**src/shared/evsum_pkg.sv**
```systemverilog
package evsum_pkg;

  // =====================================================
  // widths and register selection
  localparam int EV_W = 8;
  localparam int GROUPS = 4;
  localparam logic [1:0] GRP0 = 2'h0;
  localparam logic [1:0] GRP1 = 2'h1;
  localparam logic [1:0] GRP2 = 2'h2;
  localparam logic [1:0] GRP3 = 2'h3;
  localparam logic [7:0] EV_RESET = 8'h00;
  localparam logic [7:0] MASK_RESET = 8'h00;
  localparam logic [7:0] SRE_RESET = 8'h00;

  // =====================================================
  // group 0 field positions
  localparam int G0_ACCURACY_NOT_ASSURED = 7;
  localparam int G0_APPLIED_VOLTAGE_FAULT = 6;
  localparam int G0_CURRENT_DETECT_FAULT = 5;
  localparam int G0_FIRST_OVER_RANGE = 4;
  localparam int G0_FIRST_UNDER_RANGE = 3;
  localparam int G0_CAPTURE_DONE = 2;
  localparam int G0_MEASUREMENT_DONE = 1;
  localparam int G0_CORRECTION_DONE = 0;

  // =====================================================
  // group 1 field positions
  localparam int G1_FIRST_HIGH = 0;
  localparam int G1_FIRST_WITHIN = 1;
  localparam int G1_FIRST_LOW = 2;
  localparam int G1_SECOND_HIGH = 3;
  localparam int G1_SECOND_INSIDE = 4;
  localparam int G1_SECOND_LOW = 5;
  localparam int G1_BOTH_PASS = 6;
  localparam int G1_LEVEL_FAULT = 7;

  // =====================================================
  // group 3 field positions (bits 0..4 are classes 9..13)
  localparam int G3_LOW_CAP_REJECT = 5;
  localparam int G3_OUT_OF_CLASS = 6;
  localparam int G3_SECOND_OUTSIDE = 7;

  // =====================================================
  // status byte positions
  localparam int STB_MASTER_SUMMARY = 6;

  // =====================================================
  // carriers
  typedef struct packed {
    logic accuracy_not_assured;
    logic applied_voltage_fault;
    logic current_detect_fault;
    logic first_param_over_range;
    logic first_param_under_range;
    logic capture_done;
    logic measurement_done;
    logic correction_measure_done;
  } evsum_meas_ev_t;

  typedef struct packed {
    logic level_fault;
    logic second_param_low;
    logic second_param_inside;
    logic second_param_high;
    logic first_param_low;
    logic first_param_within;
    logic first_param_high;
  } evsum_cmp_ev_t;

  typedef struct packed {
    logic second_param_outside;
    logic out_of_class;
    logic low_capacitance_reject;
    logic [12:0] sort_class;
  } evsum_sort_ev_t;

  typedef struct packed {
    logic read_req;
    logic [1:0] read_sel;
    logic mask_read_req;
    logic mask_write;
    logic [1:0] mask_sel;
    logic [7:0] mask_data;
    logic sre_write;
    logic [7:0] sre_data;
    logic clear_status;
    logic serial_poll;
  } evsum_cmd_t;

endpackage

```
**src/rtl/evsum_event_status_summary.sv**
```systemverilog
`timescale 1ns/1ps

module evsum_event_status_summary (
  // clock and reset
  input wire logic clk_sys,
  input wire logic rst,
  // event sources, one-cycle or level conditions
  input wire evsum_pkg::evsum_meas_ev_t meas_ev,
  input wire evsum_pkg::evsum_cmp_ev_t cmp_ev,
  input wire evsum_pkg::evsum_sort_ev_t sort_ev,
  // controller commands
  input wire evsum_pkg::evsum_cmd_t cmd,
  // answers
  output logic [7:0] read_data,
  output logic read_valid,
  output logic [7:0] status_summary_byte,
  output logic service_request
);

  // =====================================================
  // set vectors per group
  logic [7:0] set0;
  logic [7:0] set1;
  logic [7:0] set2;
  logic [7:0] set3;
  logic [7:0] ev_r [evsum_pkg::GROUPS];
  logic [7:0] mask_r [evsum_pkg::GROUPS];
  logic [7:0] sre_r;
  logic [7:0] stb_low;
  logic [7:0] stb_low_r;
  logic [3:0] summary;
  logic rise;
  logic master_summary;
  logic srq_r;

  function automatic logic any_enabled(input logic [7:0] ev,
                                       input logic [7:0] m);
    any_enabled = |(ev & m);
  endfunction

  always_comb begin
    set0 = '0;
    set0[evsum_pkg::G0_ACCURACY_NOT_ASSURED] =
      meas_ev.accuracy_not_assured;
    set0[evsum_pkg::G0_APPLIED_VOLTAGE_FAULT] =
      meas_ev.applied_voltage_fault;
    set0[evsum_pkg::G0_CURRENT_DETECT_FAULT] =
      meas_ev.current_detect_fault;
    set0[evsum_pkg::G0_FIRST_OVER_RANGE] =
      meas_ev.first_param_over_range;
    set0[evsum_pkg::G0_FIRST_UNDER_RANGE] =
      meas_ev.first_param_under_range;
    set0[evsum_pkg::G0_CAPTURE_DONE] = meas_ev.capture_done;
    set0[evsum_pkg::G0_MEASUREMENT_DONE] = meas_ev.measurement_done;
    set0[evsum_pkg::G0_CORRECTION_DONE] =
      meas_ev.correction_measure_done;
  end

  always_comb begin
    set1 = '0;
    set1[evsum_pkg::G1_FIRST_HIGH] = cmp_ev.first_param_high;
    set1[evsum_pkg::G1_FIRST_WITHIN] = cmp_ev.first_param_within;
    set1[evsum_pkg::G1_FIRST_LOW] = cmp_ev.first_param_low;
    set1[evsum_pkg::G1_SECOND_HIGH] = cmp_ev.second_param_high;
    set1[evsum_pkg::G1_SECOND_INSIDE] = cmp_ev.second_param_inside;
    set1[evsum_pkg::G1_SECOND_LOW] = cmp_ev.second_param_low;
    // pass flag follows the two results reported in the same cycle
    set1[evsum_pkg::G1_BOTH_PASS] =
      cmp_ev.first_param_within & cmp_ev.second_param_inside;
    set1[evsum_pkg::G1_LEVEL_FAULT] = cmp_ev.level_fault;
  end

  always_comb begin
    set2 = sort_ev.sort_class[7:0];
    set3 = '0;
    set3[4:0] = sort_ev.sort_class[12:8];
    set3[evsum_pkg::G3_LOW_CAP_REJECT] =
      sort_ev.low_capacitance_reject;
    set3[evsum_pkg::G3_OUT_OF_CLASS] = sort_ev.out_of_class;
    set3[evsum_pkg::G3_SECOND_OUTSIDE] =
      sort_ev.second_param_outside;
  end

  // =====================================================
  // sticky event registers; a set in the clearing cycle survives
  always_ff @(posedge clk_sys) begin
    if (rst) begin
      for (int g = 0; g < evsum_pkg::GROUPS; g++) begin
        ev_r[g] <= evsum_pkg::EV_RESET;
      end
    end else begin
      for (int g = 0; g < evsum_pkg::GROUPS; g++) begin
        logic [7:0] s;
        logic clr;
        unique case (g)
          0: s = set0;
          1: s = set1;
          2: s = set2;
          default: s = set3;
        endcase
        clr = cmd.clear_status
          | (cmd.read_req && cmd.read_sel == 2'(g));
        ev_r[g] <= (clr ? evsum_pkg::EV_RESET : ev_r[g]) | s;
      end
    end
  end

  // =====================================================
  // masks; untouched by event clears
  always_ff @(posedge clk_sys) begin
    if (rst) begin
      for (int g = 0; g < evsum_pkg::GROUPS; g++) begin
        mask_r[g] <= evsum_pkg::MASK_RESET;
      end
      sre_r <= evsum_pkg::SRE_RESET;
    end else begin
      if (cmd.mask_write) begin
        mask_r[cmd.mask_sel] <= cmd.mask_data;
      end
      if (cmd.sre_write) begin
        sre_r <= cmd.sre_data;
      end
    end
  end

  // =====================================================
  // read port: data registered, valid one cycle after request
  always_ff @(posedge clk_sys) begin
    if (rst) begin
      read_data <= 8'h00;
      read_valid <= 1'b0;
    end else begin
      read_valid <= cmd.read_req | cmd.mask_read_req;
      if (cmd.read_req) begin
        read_data <= ev_r[cmd.read_sel];
      end else if (cmd.mask_read_req) begin
        read_data <= mask_r[cmd.mask_sel];
      end
    end
  end

  // =====================================================
  // summaries and service request
  always_comb begin
    for (int g = 0; g < evsum_pkg::GROUPS; g++) begin
      summary[g] = any_enabled(ev_r[g], mask_r[g]);
    end
    stb_low = {4'h0, summary};
    // master summary is a plain OR so it drops when events clear or a mask or sre write disables them
    master_summary = any_enabled(stb_low, sre_r);
    rise = |(stb_low & ~stb_low_r & sre_r);
  end

  always_ff @(posedge clk_sys) begin
    if (rst) begin
      stb_low_r <= 8'h00;
      srq_r <= 1'b0;
    end else begin
      stb_low_r <= stb_low;
      if (rise) begin
        srq_r <= 1'b1;
      end else if (cmd.serial_poll) begin
        srq_r <= 1'b0;
      end
    end
  end

  // serial poll reads the request bit in bit 6, else master summary
  always_comb begin
    status_summary_byte = stb_low;
    status_summary_byte[evsum_pkg::STB_MASTER_SUMMARY] =
      cmd.serial_poll ? srq_r : master_summary;
  end

  assign service_request = srq_r;

endmodule

```
**config.mk**
```make
export PLATFORM = sky130hd
export DESIGN_NAME = evsum_event_status_summary
export DESIGN_NICKNAME = d
export VERILOG_FILES = /design/src/shared/evsum_pkg.sv /design/src/rtl/evsum_event_status_summary.sv
export SDC_FILE = /design/constraint.sdc
export NUM_CORES = 1
export LEC_CHECK = 0
export BUFFER_PORTS_ARGS = -buffer_cell sky130_fd_sc_hd__buf_2
export CELL_PAD_IN_SITES_DETAIL_PLACEMENT = 1
export CELL_PAD_IN_SITES_GLOBAL_PLACEMENT = 2
export CORE_MARGIN = 3
export CORE_UTILIZATION = 37
export DETAILED_ROUTE_END_ITERATION = 8
export GPL_TIMING_DRIVEN = 0
export PLACE_DENSITY_LB_ADDON = 0.1
export SLEW_MARGIN = 15
export SYNTH_ARGS = -nofsm -noshare
export SYNTH_HDL_FRONTEND = slang
export SYNTH_SLANG_ARGS = --single-unit
```
**constraint.sdc**
```tcl
create_clock -name clk_sys -period 2.2 [get_ports clk_sys]
set_input_delay 0.22 -clock clk_sys [delete_from_list [all_inputs] [get_ports clk_sys]]
set_output_delay 0.22 -clock clk_sys [all_outputs]
set_load 0.01 [all_outputs]
```
==> impl_results.md, run 1 <==
- Wire per inst: 19.62 µm
- CTS tree: built
- Post-detailed-route count of antenna-violating nets: 0
- Die height: between 100 and 150 µm
- Hold Crit Class: primary input to flip-flop
- Cell Int Power: 2433 µW
- Post-synth top area cell: dfxtp_1
- Asr flop ratio synth: 0
- DRT Pass-1 Iters: 4
- Syn Area/Cell: 11.47 µm²
- P_sw: 892.3 µW
- Inserted Diodes: 0
- Cts hold-fix bufs: 0
- Core Region: 0.008976 mm²
- Power per Cell Area: 782.8 mW/mm²
- GPL Wtd Cong: 0.8160
- Top cell type's share of synthesized area: 0.2853
- Chip width: 103.4 µm
- Maxcap violations: 0
- Drt total wl: approximately 10,000 µm
- Die area: approximately 0.011 mm²
- Synth Warn #: 0
- DRT iter0 DRCs: between 100 and 150
- Sequential fraction of the synthesis area: 0.5592
- Combinational Power Share: 0.132
- Clock buffer depth: 2
- Required @ worst endpoint: 1.98 ns
- Final setup viols: 0
- DR DRC count: 0
- CP Class: flip-flop to output port
- Initial core utilization: 0.3909
- Min Tclk post-route: between 2 and 2.5 ns
- Switching share of power: 0.2684
- Fin Setup TNS: 0 ns
- Post-synth EDFFs: 32
- Root Driver: clkbuf_8
- Area Growth Syn to Fin: 21.08%
- Synthesized netlist cell count: 306
- Seq pwr share: 0.537
- Fin. max-slew vios: 0
- Routed via count: about 2,700
- Tightest Pin Transition: 1.015 ns
- Clock-pin slew on the worst setup and hold paths: about 0.090 ns
- Layout Utilization: 0.4732
- Hold Vio Cnt, Final: 0
- Worst Setup End Kind: output port
- GRT Util Overall: 0.2009
- Critical path startpoint category: flip-flop
- Grt ovf: 0
- IO Count: 77
- Layout Cells excl Fill: 520
- Commonest cells in the netlist: nor2_1, dfxtp_1, a21oi_1
- Pleak: about 0.0017 µW
- Crit path max fanout: 2
- Critical Path AT: ~1.9 ns
- # placed instances: 501
- Clock Sink Count: 82
- Max Fclk: ~0.47 GHz
- Final net count: 448
- Peak supply drop: around 0.00034 V
- DR vias/cell: 5.119
- Clk network pwr share: 0.331
- Max Clock Skew: about 0.009 ns
- RSZ-0062 raised after global routing: no
- Ys flop type: dfxtp_1
- Initial antenna violation count: 0
- Slew headroom: 0.3205
- IO buf count: 67
- Htree depth: 3
- # rows: 34
- Syn Std Cell Area: 0.003508 mm²
- Top-count cell post-synth: nor2_1
- Synth cell types: 32
- Crit share post-route: 0.9719
- First-pass GRT wire length: 15,590 µm
- Skew-Pair Late Insertion Delay: 0.36 ns
- Vias in the first global route: ~2,700
- Largest net degree at the start of global routing: 16
- Synth top area cells: dfxtp_1, edfxtp_1, mux4_2, nor2_1, and2_1
- Hpwl dp: 7944 µm
- Layout cells sized above 1: 0.2944
- CTS Buf Count: 9
- Synth Register Bits: 82
- Status: complete, no violations
-- power groups by stage --
stage / registers (µW) / logic [µW] / clock network (µW)
2_1_floorplan: 1780 / 263 / 0
3_3_place_gp: 1820 / 416 / 0
3_5_place_dp: 1820 / 426 / 0
4_1_cts: 1790 / 434 / 1120
5_1_grt: 1800 / 488 / 1170
6_report: 1790 / 438 / 1100
-- area by class of cell --
class                           instances  area, µm²
Buffer                                 17      97.59
Clock buffer                            9      123.9
Clock inverter                          7      76.32
Fill cell                            1024       4728
Inverter                                5      18.77
Multi-Input combinational cell        204       1454
Sequential cell                        82       1962
Tap cell                              126      157.7
Timing Repair Buffer                   70      357.8
-- metal layers --
| metal | vias to the layer above | wire (µm) | GRT usage |
|---|---|---|---|
| li1 | 1274 | - | - |
| met1 | 1289 | 4554 | 0.2634 |
| met2 | 79 | 4758 | 0.3221 |
| met3 | 20 | 580 | 0.04292 |
| met4 | 0 | 307 | 0.08566 |
| met5 | - | 0 | 0 |
-- stage by stage --
step / power (µW) / hold WS, ns / setup WS [ns] / area, µm²
2_1_floorplan: 2038 / 0.3374 / 0.5786 / 3516
3_5_place_dp: 2245 / 0.4336 / 0.07433 / 4009
5_1_grt: 3455 / 0.07090 / 0.006853 / 4248
6_report: 3325 / 0.05986 / 0.06176 / 4248
3_3_place_gp: 2232 / 0.4245 / 0.09262 / 4009
4_1_cts: 3340 / 0.05442 / 0.02001 / 4228
-- critical path: stages, from the launching register on --
cell	delay [ns]
edfxtp_1	0.42
a22o_1	0.28
a221oi_2	0.27
nand3_2	0.15
a22oi_2	0.20
a31oi_1	0.09
buf_2	0.14
-- path summary, 6_finish.rpt --
check | from | slack [ns] | cells past startpoint | endpoint
min reg2reg | stb_low_r[1]$_SDFF_PP0_ | 0.53 | 2 | service_request$_SDFFE_PP0P_
min | sort_ev[9] | 0.06 | 3 | ev_r[3][1]$_SDFF_PP0_
max | mask_r[2][4]$_SDFFCE_PN0P_ | 0.06 | 6 | status_summary_byte[6]
max reg2reg | mask_r[2][4]$_SDFFCE_PN0P_ | 0.36 | 7 | service_request$_SDFFE_PP0P_
-- repair_timing --
action	4_1_cts	5_1_grt
setup buffers	1	2
resized for setup	2	1
endpoints found under the hold margin	0	0
pin swaps	1	2
endpoints found under the setup margin	1	1
-- registers in the layout, summed over array words and instances, names as in the netlist --
| register | count |
|---|---|
| sre_r | 4 |
| stb_low_r | 4 |
| mask_r | 32 |
| ev_r | 32 |
| read_valid | 1 |
| read_data | 8 |
| service_request | 1 |
-- logic make-up (layout without fill, tap and decap cells) --
kind of cell / after synthesis / count (layout) / synth area share
flip-flops: 82 / 82 / 0.5592
AO/OA/AOI/OAI: 69 / 69 / 0.1184
AND/OR/NAND/NOR: 104 / 104 / 0.1480
buffers and inverters: 22 / 108 / 0.03317
other: 1 / 3 / 0.001069
multiplexers: 28 / 28 / 0.1402
-- layout by cell type, fill, tap and decap left out, types with 9 or more instances in the layout --
cell type | synthesis | final
edfxtp_1 | 32 | 32
dfxtp_1 | 50 | 50
nor2_1 | 55 | 55
and2_1 | 32 | 32
a22oi_1 | 17 | 16
buf_4 | 6 | 9
mux4_2 | 13 | 13
a21oi_1 | 39 | 39
mux2i_1 | 12 | 12
buf_2 | 3 | 70
clkbuf_8 | 0 | 9
Power figures use the tool's default switching activity.
==> run 2: changes to the inputs <==
- REMOVE_ABC_BUFFERS: not set -> 1
==> run 2 against run 1 <==
Total power down 2.0%. Sequential power about the same. Sequential share of layout area up 1.3 points. Combinational power down 6.8%. Global-route usage down 1.6 points. Cell area down 2.8%. Critical path depth unchanged. Worst hold slack better by 0.016 ns. Worst setup slack better by 0.076 ns. Clock-buffer cell count up 4. Die area unchanged. Flip-flop and latch count unchanged. Largest power group unchanged. Critical endpoint unchanged.
==> impl_results.md, run 2 (synthesis gave the netlist of run 1 again) <==
- Status: complete, no violations
- Crit path max fanout: 3
- Crit share post-route: 0.9375
- Inserted Diodes: 0
- Routed via count: 2,561
- Final net count: 431
- Placed cell area: 0.003921 mm²
- Pleak: approximately 0.0017 µW
- Critical path buffers and inverters: 1
- Wire per inst: 18.32 µm
- Required @ worst endpoint: 1.98 ns
- Critical path's top delay family: compound AO/OA/AOI/OAI gates
- Worst Setup End Kind: output port
- Critical path startpoint category: flip-flop
- RSZ-0062 raised after global routing: no
- Hold Crit Class: primary input to flip-flop
- Regs by FF count: ev_r x32, mask_r x32, read_data x8
- Vias in the first global route: 2,559
- Max stage delay on crit path: 0.42 ns
- Layout cells sized above 1: 0.2732
- Core Region: 0.008976 mm²
- Htree depth: 3
- Maxcap violations: 0
- Clock buffer depth: 2
- Most frequent cells in the layout: buf_2, nor2_1, dfxtp_1
- Clock-pin slew on the worst setup and hold paths: 0.08 ns
- Hold_ws: 0.07619 ns
- Crit path depth: 6
- First-pass GRT wire length: 14,400 µm
- Hold path cells: 3
- Drt total wl: 9216 µm
- DR DRC count: 0
- Min Tclk post-route: 2.063 ns
- Die height: 103.4 µm
- Critical Path AT: 1.84 ns
- Max Clock Skew: 0.009451 ns
- IO buf count: 69
- Power per Cell Area: 788.8 mW/mm²
- Tightest Pin Transition: roughly 1.0 ns
- Post-detailed-route count of antenna-violating nets: 0
- Cells along the critical path: a22o_1, a221oi_2, nand3_2, a22oi_1, a31oi_1, buf_2
- Die area: 0.01069 mm²
- Fillers: 999
- # rows: 34
- DRT Pass-1 Iters: 4
- R2R Setup Slk: roughly 0.58 ns
- Hold Vio Cnt, Final: 0
- Max Fclk: 0.4848 GHz
- IO Count: 77
- DRT iter0 DRCs: 94
- Grt ovf: 0
- Skew-Pair Late Insertion Delay: between 0.3 and 0.4 ns
- Root Driver: clkbuf_8
- Initial antenna violation count: 0
- CP max-delay cell: edfxtp_1
- Slew headroom: 0.3101
- Peak supply drop: 0.0002801 V
- R2R cell count: 6
- Fin. max-slew vios: 0
- Chip width: 103.4 µm
- Initial core utilization: 0.3909
- Design Area, Final: 0.004130 mm²
- CP Class: flip-flop to output port
- Final setup viols: 0
- Hpwl dp: between 7000 and 8000 µm
- CTS Buf Count: 9
- GPL Wtd Cong: 0.7579
- Most common cell after layout, fill and taps aside: buf_2
- DR vias/cell: 5.091
- GRT Util Overall: 0.1851
- Clock Sink Count: 82
- CTS tree: built
- Largest net degree at the start of global routing: 57
- Area Growth Syn to Fin: 17.72%
[run 2: where the power goes]
group	switching, µW	internal, µW	total [µW]
logic	215	193	408
registers	88.6	1690	1780
clock network	511	558	1070
total	815	2440	3260
[run 2: through the flow]
step           power [µW]  cells  setup WS [ns]    util  setup TNS, ns
6_report             3258    503         0.1375  0.4601              0
5_1_grt              3425    503        0.02102  0.4601              0
4_1_cts              3301    502        0.05091  0.4587              0
3_5_place_dp         2222    486       -0.01154  0.4369       -0.09194
3_3_place_gp         2210    486        0.02305  0.4369              0
2_1_floorplan        1997    291         0.5786       -              0
[run 2: per-layer routing]
| layer | GRT usage | share of wire | up-vias |
|---|---|---|---|
| li1 | - | - | 1240 |
| met1 | 0.2716 | 0.49 | 1252 |
| met2 | 0.2789 | 0.46 | 59 |
| met3 | 0.02750 | 0.043 | 10 |
| met4 | 0.06574 | 0.014 | 0 |
| met5 | 0 | 0 | - |
[run 2: worst paths after layout]
| kind | from | endpoint |
|---|---|---|
| worst min-delay path | sort_ev[11] | ev_r[3][3]$_SDFF_PP0_ |
| worst max-delay path | mask_r[2][4]$_SDFFCE_PN0P_ | status_summary_byte[6] |
| worst min register to register | stb_low_r[1]$_SDFF_PP0_ | service_request$_SDFFE_PP0P_ |
| worst max register to register | mask_r[2][4]$_SDFFCE_PN0P_ | service_request$_SDFFE_PP0P_ |
[run 2: timing repair]
item / CTS / global route
resized for setup: 1 / 1
buffers inserted: 0 / 1
pin swaps: 1 / 2
setup endpoints to repair: 1 / 1
hold buffers: 0 / 0
[run 2: cell type report]
type / count / area (µm²) / area share
clock buffers: 13 / 150.1 / 0.03635
clock inverters: 3 / 40.04 / 0.009694
inverters: 5 / 18.77 / 0.004544
multi-input cells: 204 / 1449 / 0.3508
flip-flops and latches: 82 / 1962 / 0.4750
well taps: 126 / 157.7 / 0.03817
repair buffers: 70 / 352.8 / 0.08543
[run 2: tightest hold or removal path, cell delays in order]
cell	delay (ns)
buf_2	0.08
a21oi_1	0.03
nor2_1	0.06
==> run 3: changes to the inputs <==
- CORE_ASPECT_RATIO: not set -> 1.25
==> run 3 against run 2 <==
Routed wire length rose by 2.2%. Critical path depth did not move. Register-to-register slack got worse by 0.08 ns. Sequential share of layout area fell by 1.0 points. Sequential power barely moved. Combinational power rose by 1%. Global-route usage fell by 0.066 points. Worst setup slack improved by 0.0055 ns. Clock-buffer cell count fell by 1. Non-clock buffer count did not move. Largest cell class unchanged.
==> impl_results.md, run 3 (synthesis gave the netlist of run 1 again) <==
- Slew headroom: 0.2242
- DRT iter0 DRCs: 130
- Hold_ws: ~0.086 ns
- Max stage delay on crit path: 0.43 ns
- Post-detailed-route count of antenna-violating nets: 0
- Peak supply drop: about 0.00046 V
- Multi-input logic area: roughly 0.0015 mm²
- Worst Setup End Kind: output port
- # placed instances: 483
- Hpwl dp: just over 7000 µm
- Critical path buffers and inverters: 1
- Chip width: 93.10 µm
- Wire per inst: approximately 19 µm
- CP Class: flip-flop to output port
- Status: complete, no violations
- Maxcap violations: 0
- Power per Cell Area: 861.6 mW/mm²
- Area Growth Syn to Fin: 20.29%
- Crit share post-route: 0.9350
- Initial core utilization: 0.3824
- GRT Util Overall: 0.1844
- Hold Crit Class: primary input to flip-flop
- First-pass GRT wire length: around 15,000 µm
- Pleak: about 0.0017 µW
- Clock Sink Count: 82
- # rows: 39
- Largest net degree at the start of global routing: 57
- DR vias/cell: about 5.1
- Regs by FF count: ev_r x32, mask_r x32, read_data x8
- RSZ-0062 raised after global routing: no
- Inserted Diodes: 0
- Routed via count: roughly 2,500
- Tightest Pin Transition: 1.158 ns
- Htree depth: 3
- Skew-Pair Late Insertion Delay: 0.34 ns
- Min Tclk post-route: 2.057 ns
- Max Clock Skew: 0.005732 ns
- Max Fclk: roughly 0.49 GHz
- Cell Int Power: 2759 µW
- Critical path's top delay family: compound AO/OA/AOI/OAI gates
- CP max-delay cell: edfxtp_1
- Drt total wl: ~9400 µm
- CTS Buf Count: 9
- Cts hold-fix bufs: 0
- GPL Wtd Cong: 0.7405
- Die height: 114.9 µm
- Dpl ws: -0.1037 ns
- Layout cells sized above 1: 0.2679
- Seq pwr share: 0.490
- Core Region: 0.009174 mm²
- Required @ worst endpoint: 1.98 ns
- Critical path startpoint category: flip-flop
- Grt ovf: 0
- Most common cell after layout, fill and taps aside: buf_2
- Register area: 0.001962 mm²
- Clk network pwr share: 0.396
- Fillers: 1,053
- Layout Cells excl Fill: 500
- IO Count: just under 80
- Crit path max fanout: 2
- DRT Pass-1 Iters: 4
- CTS tree: built
- Setup ws final: 0.1430 ns
- Die area: between 0.01 and 0.015 mm²
- Final setup viols: 0
- IO buf count: 69
- Most frequent cells in the layout: buf_2, nor2_1, dfxtp_1
- Root Driver: clkbuf_16
- Final net count: 431
- Combinational Power Share: 0.114
- DR DRC count: 0
- Cells along the critical path: a22o_1, a221oi_2, nand3_2, a22oi_2, a31oi_1, buf_2
- Fin. max-slew vios: 0
- Fin Setup TNS: 0 ns
- Clock-pin slew on the worst setup and hold paths: roughly 0.060 ns
- Critical Path AT: 1.84 ns
- Clock buffer depth: 2
- Switching share of power: 0.2412
- Hold Vio Cnt, Final: 0
- P_sw: 877.1 µW
- Vias in the first global route: 2,523
- Initial antenna violation count: 0
==> run 3: final cells by class <==
cell class | count | area share
inverters | 5 | 0.004447
multi-input cells | 204 | 0.3445
clock inverters | 4 | 0.01008
repair buffers | 70 | 0.08360
flip-flops and latches | 82 | 0.4649
well taps | 123 | 0.03647
clock buffers | 12 | 0.05603
==> run 3: path summary, 6_finish.rpt <==
kind,endpoint,slack [ns],cells past startpoint,startpoint
worst min-delay path,ev_r[2][0]$_SDFF_PP0_,0.09,3,sort_ev[0]
worst max register to register,service_request$_SDFFE_PP0P_,0.50,6,mask_r[2][4]$_SDFFCE_PN0P_
worst max-delay path,status_summary_byte[6],0.14,6,mask_r[2][4]$_SDFFCE_PN0P_
worst min register to register,ev_r[1][1]$_SDFF_PP0_,0.52,2,ev_r[1][1]$_SDFF_PP0_
==> run 3: power by group through the flow <==
| stage | clock network (µW) | logic [µW] | registers [µW] |
|---|---|---|---|
| floorplan | 0 | 222 | 1780 |
| global placement | 0 | 401 | 1810 |
| detailed placement | 0 | 410 | 1810 |
| CTS | 1470 | 417 | 1780 |
| global route | 1550 | 462 | 1790 |
| finish | 1440 | 414 | 1780 |
==> run 3: stage by stage <==
| step | power, µW | instance area [µm²] | utilization |
|---|---|---|---|
| 5_1_grt | 3802 | 4220 | 0.4600 |
| 6_report | 3636 | 4220 | 0.4600 |
| 3_3_place_gp | 2207 | 3918 | 0.4270 |
| 4_1_cts | 3664 | 4210 | 0.4589 |
| 2_1_floorplan | 1997 | 3418 | - |
| 3_5_place_dp | 2223 | 3918 | 0.4270 |
==> run 3: tightest hold or removal path, stage by stage <==
cell     delay [ns]
buf_2          0.08
a21oi_1        0.03
nor2_1         0.07
==> run 3: routing by layer <==
metal	global-route usage	routed length, µm	up-vias
met5	0	0	-
met2	0.3109	4730	59
met4	0.05865	134	0
li1	-	-	1244
met1	0.2362	4120	1223
met3	0.04188	436	11
==> run 3: what timing repair did <==
item,in CTS,in global routing
resized for setup,1,2
setup endpoints to repair,1,1
buffers inserted,1,0
pin swaps,1,2
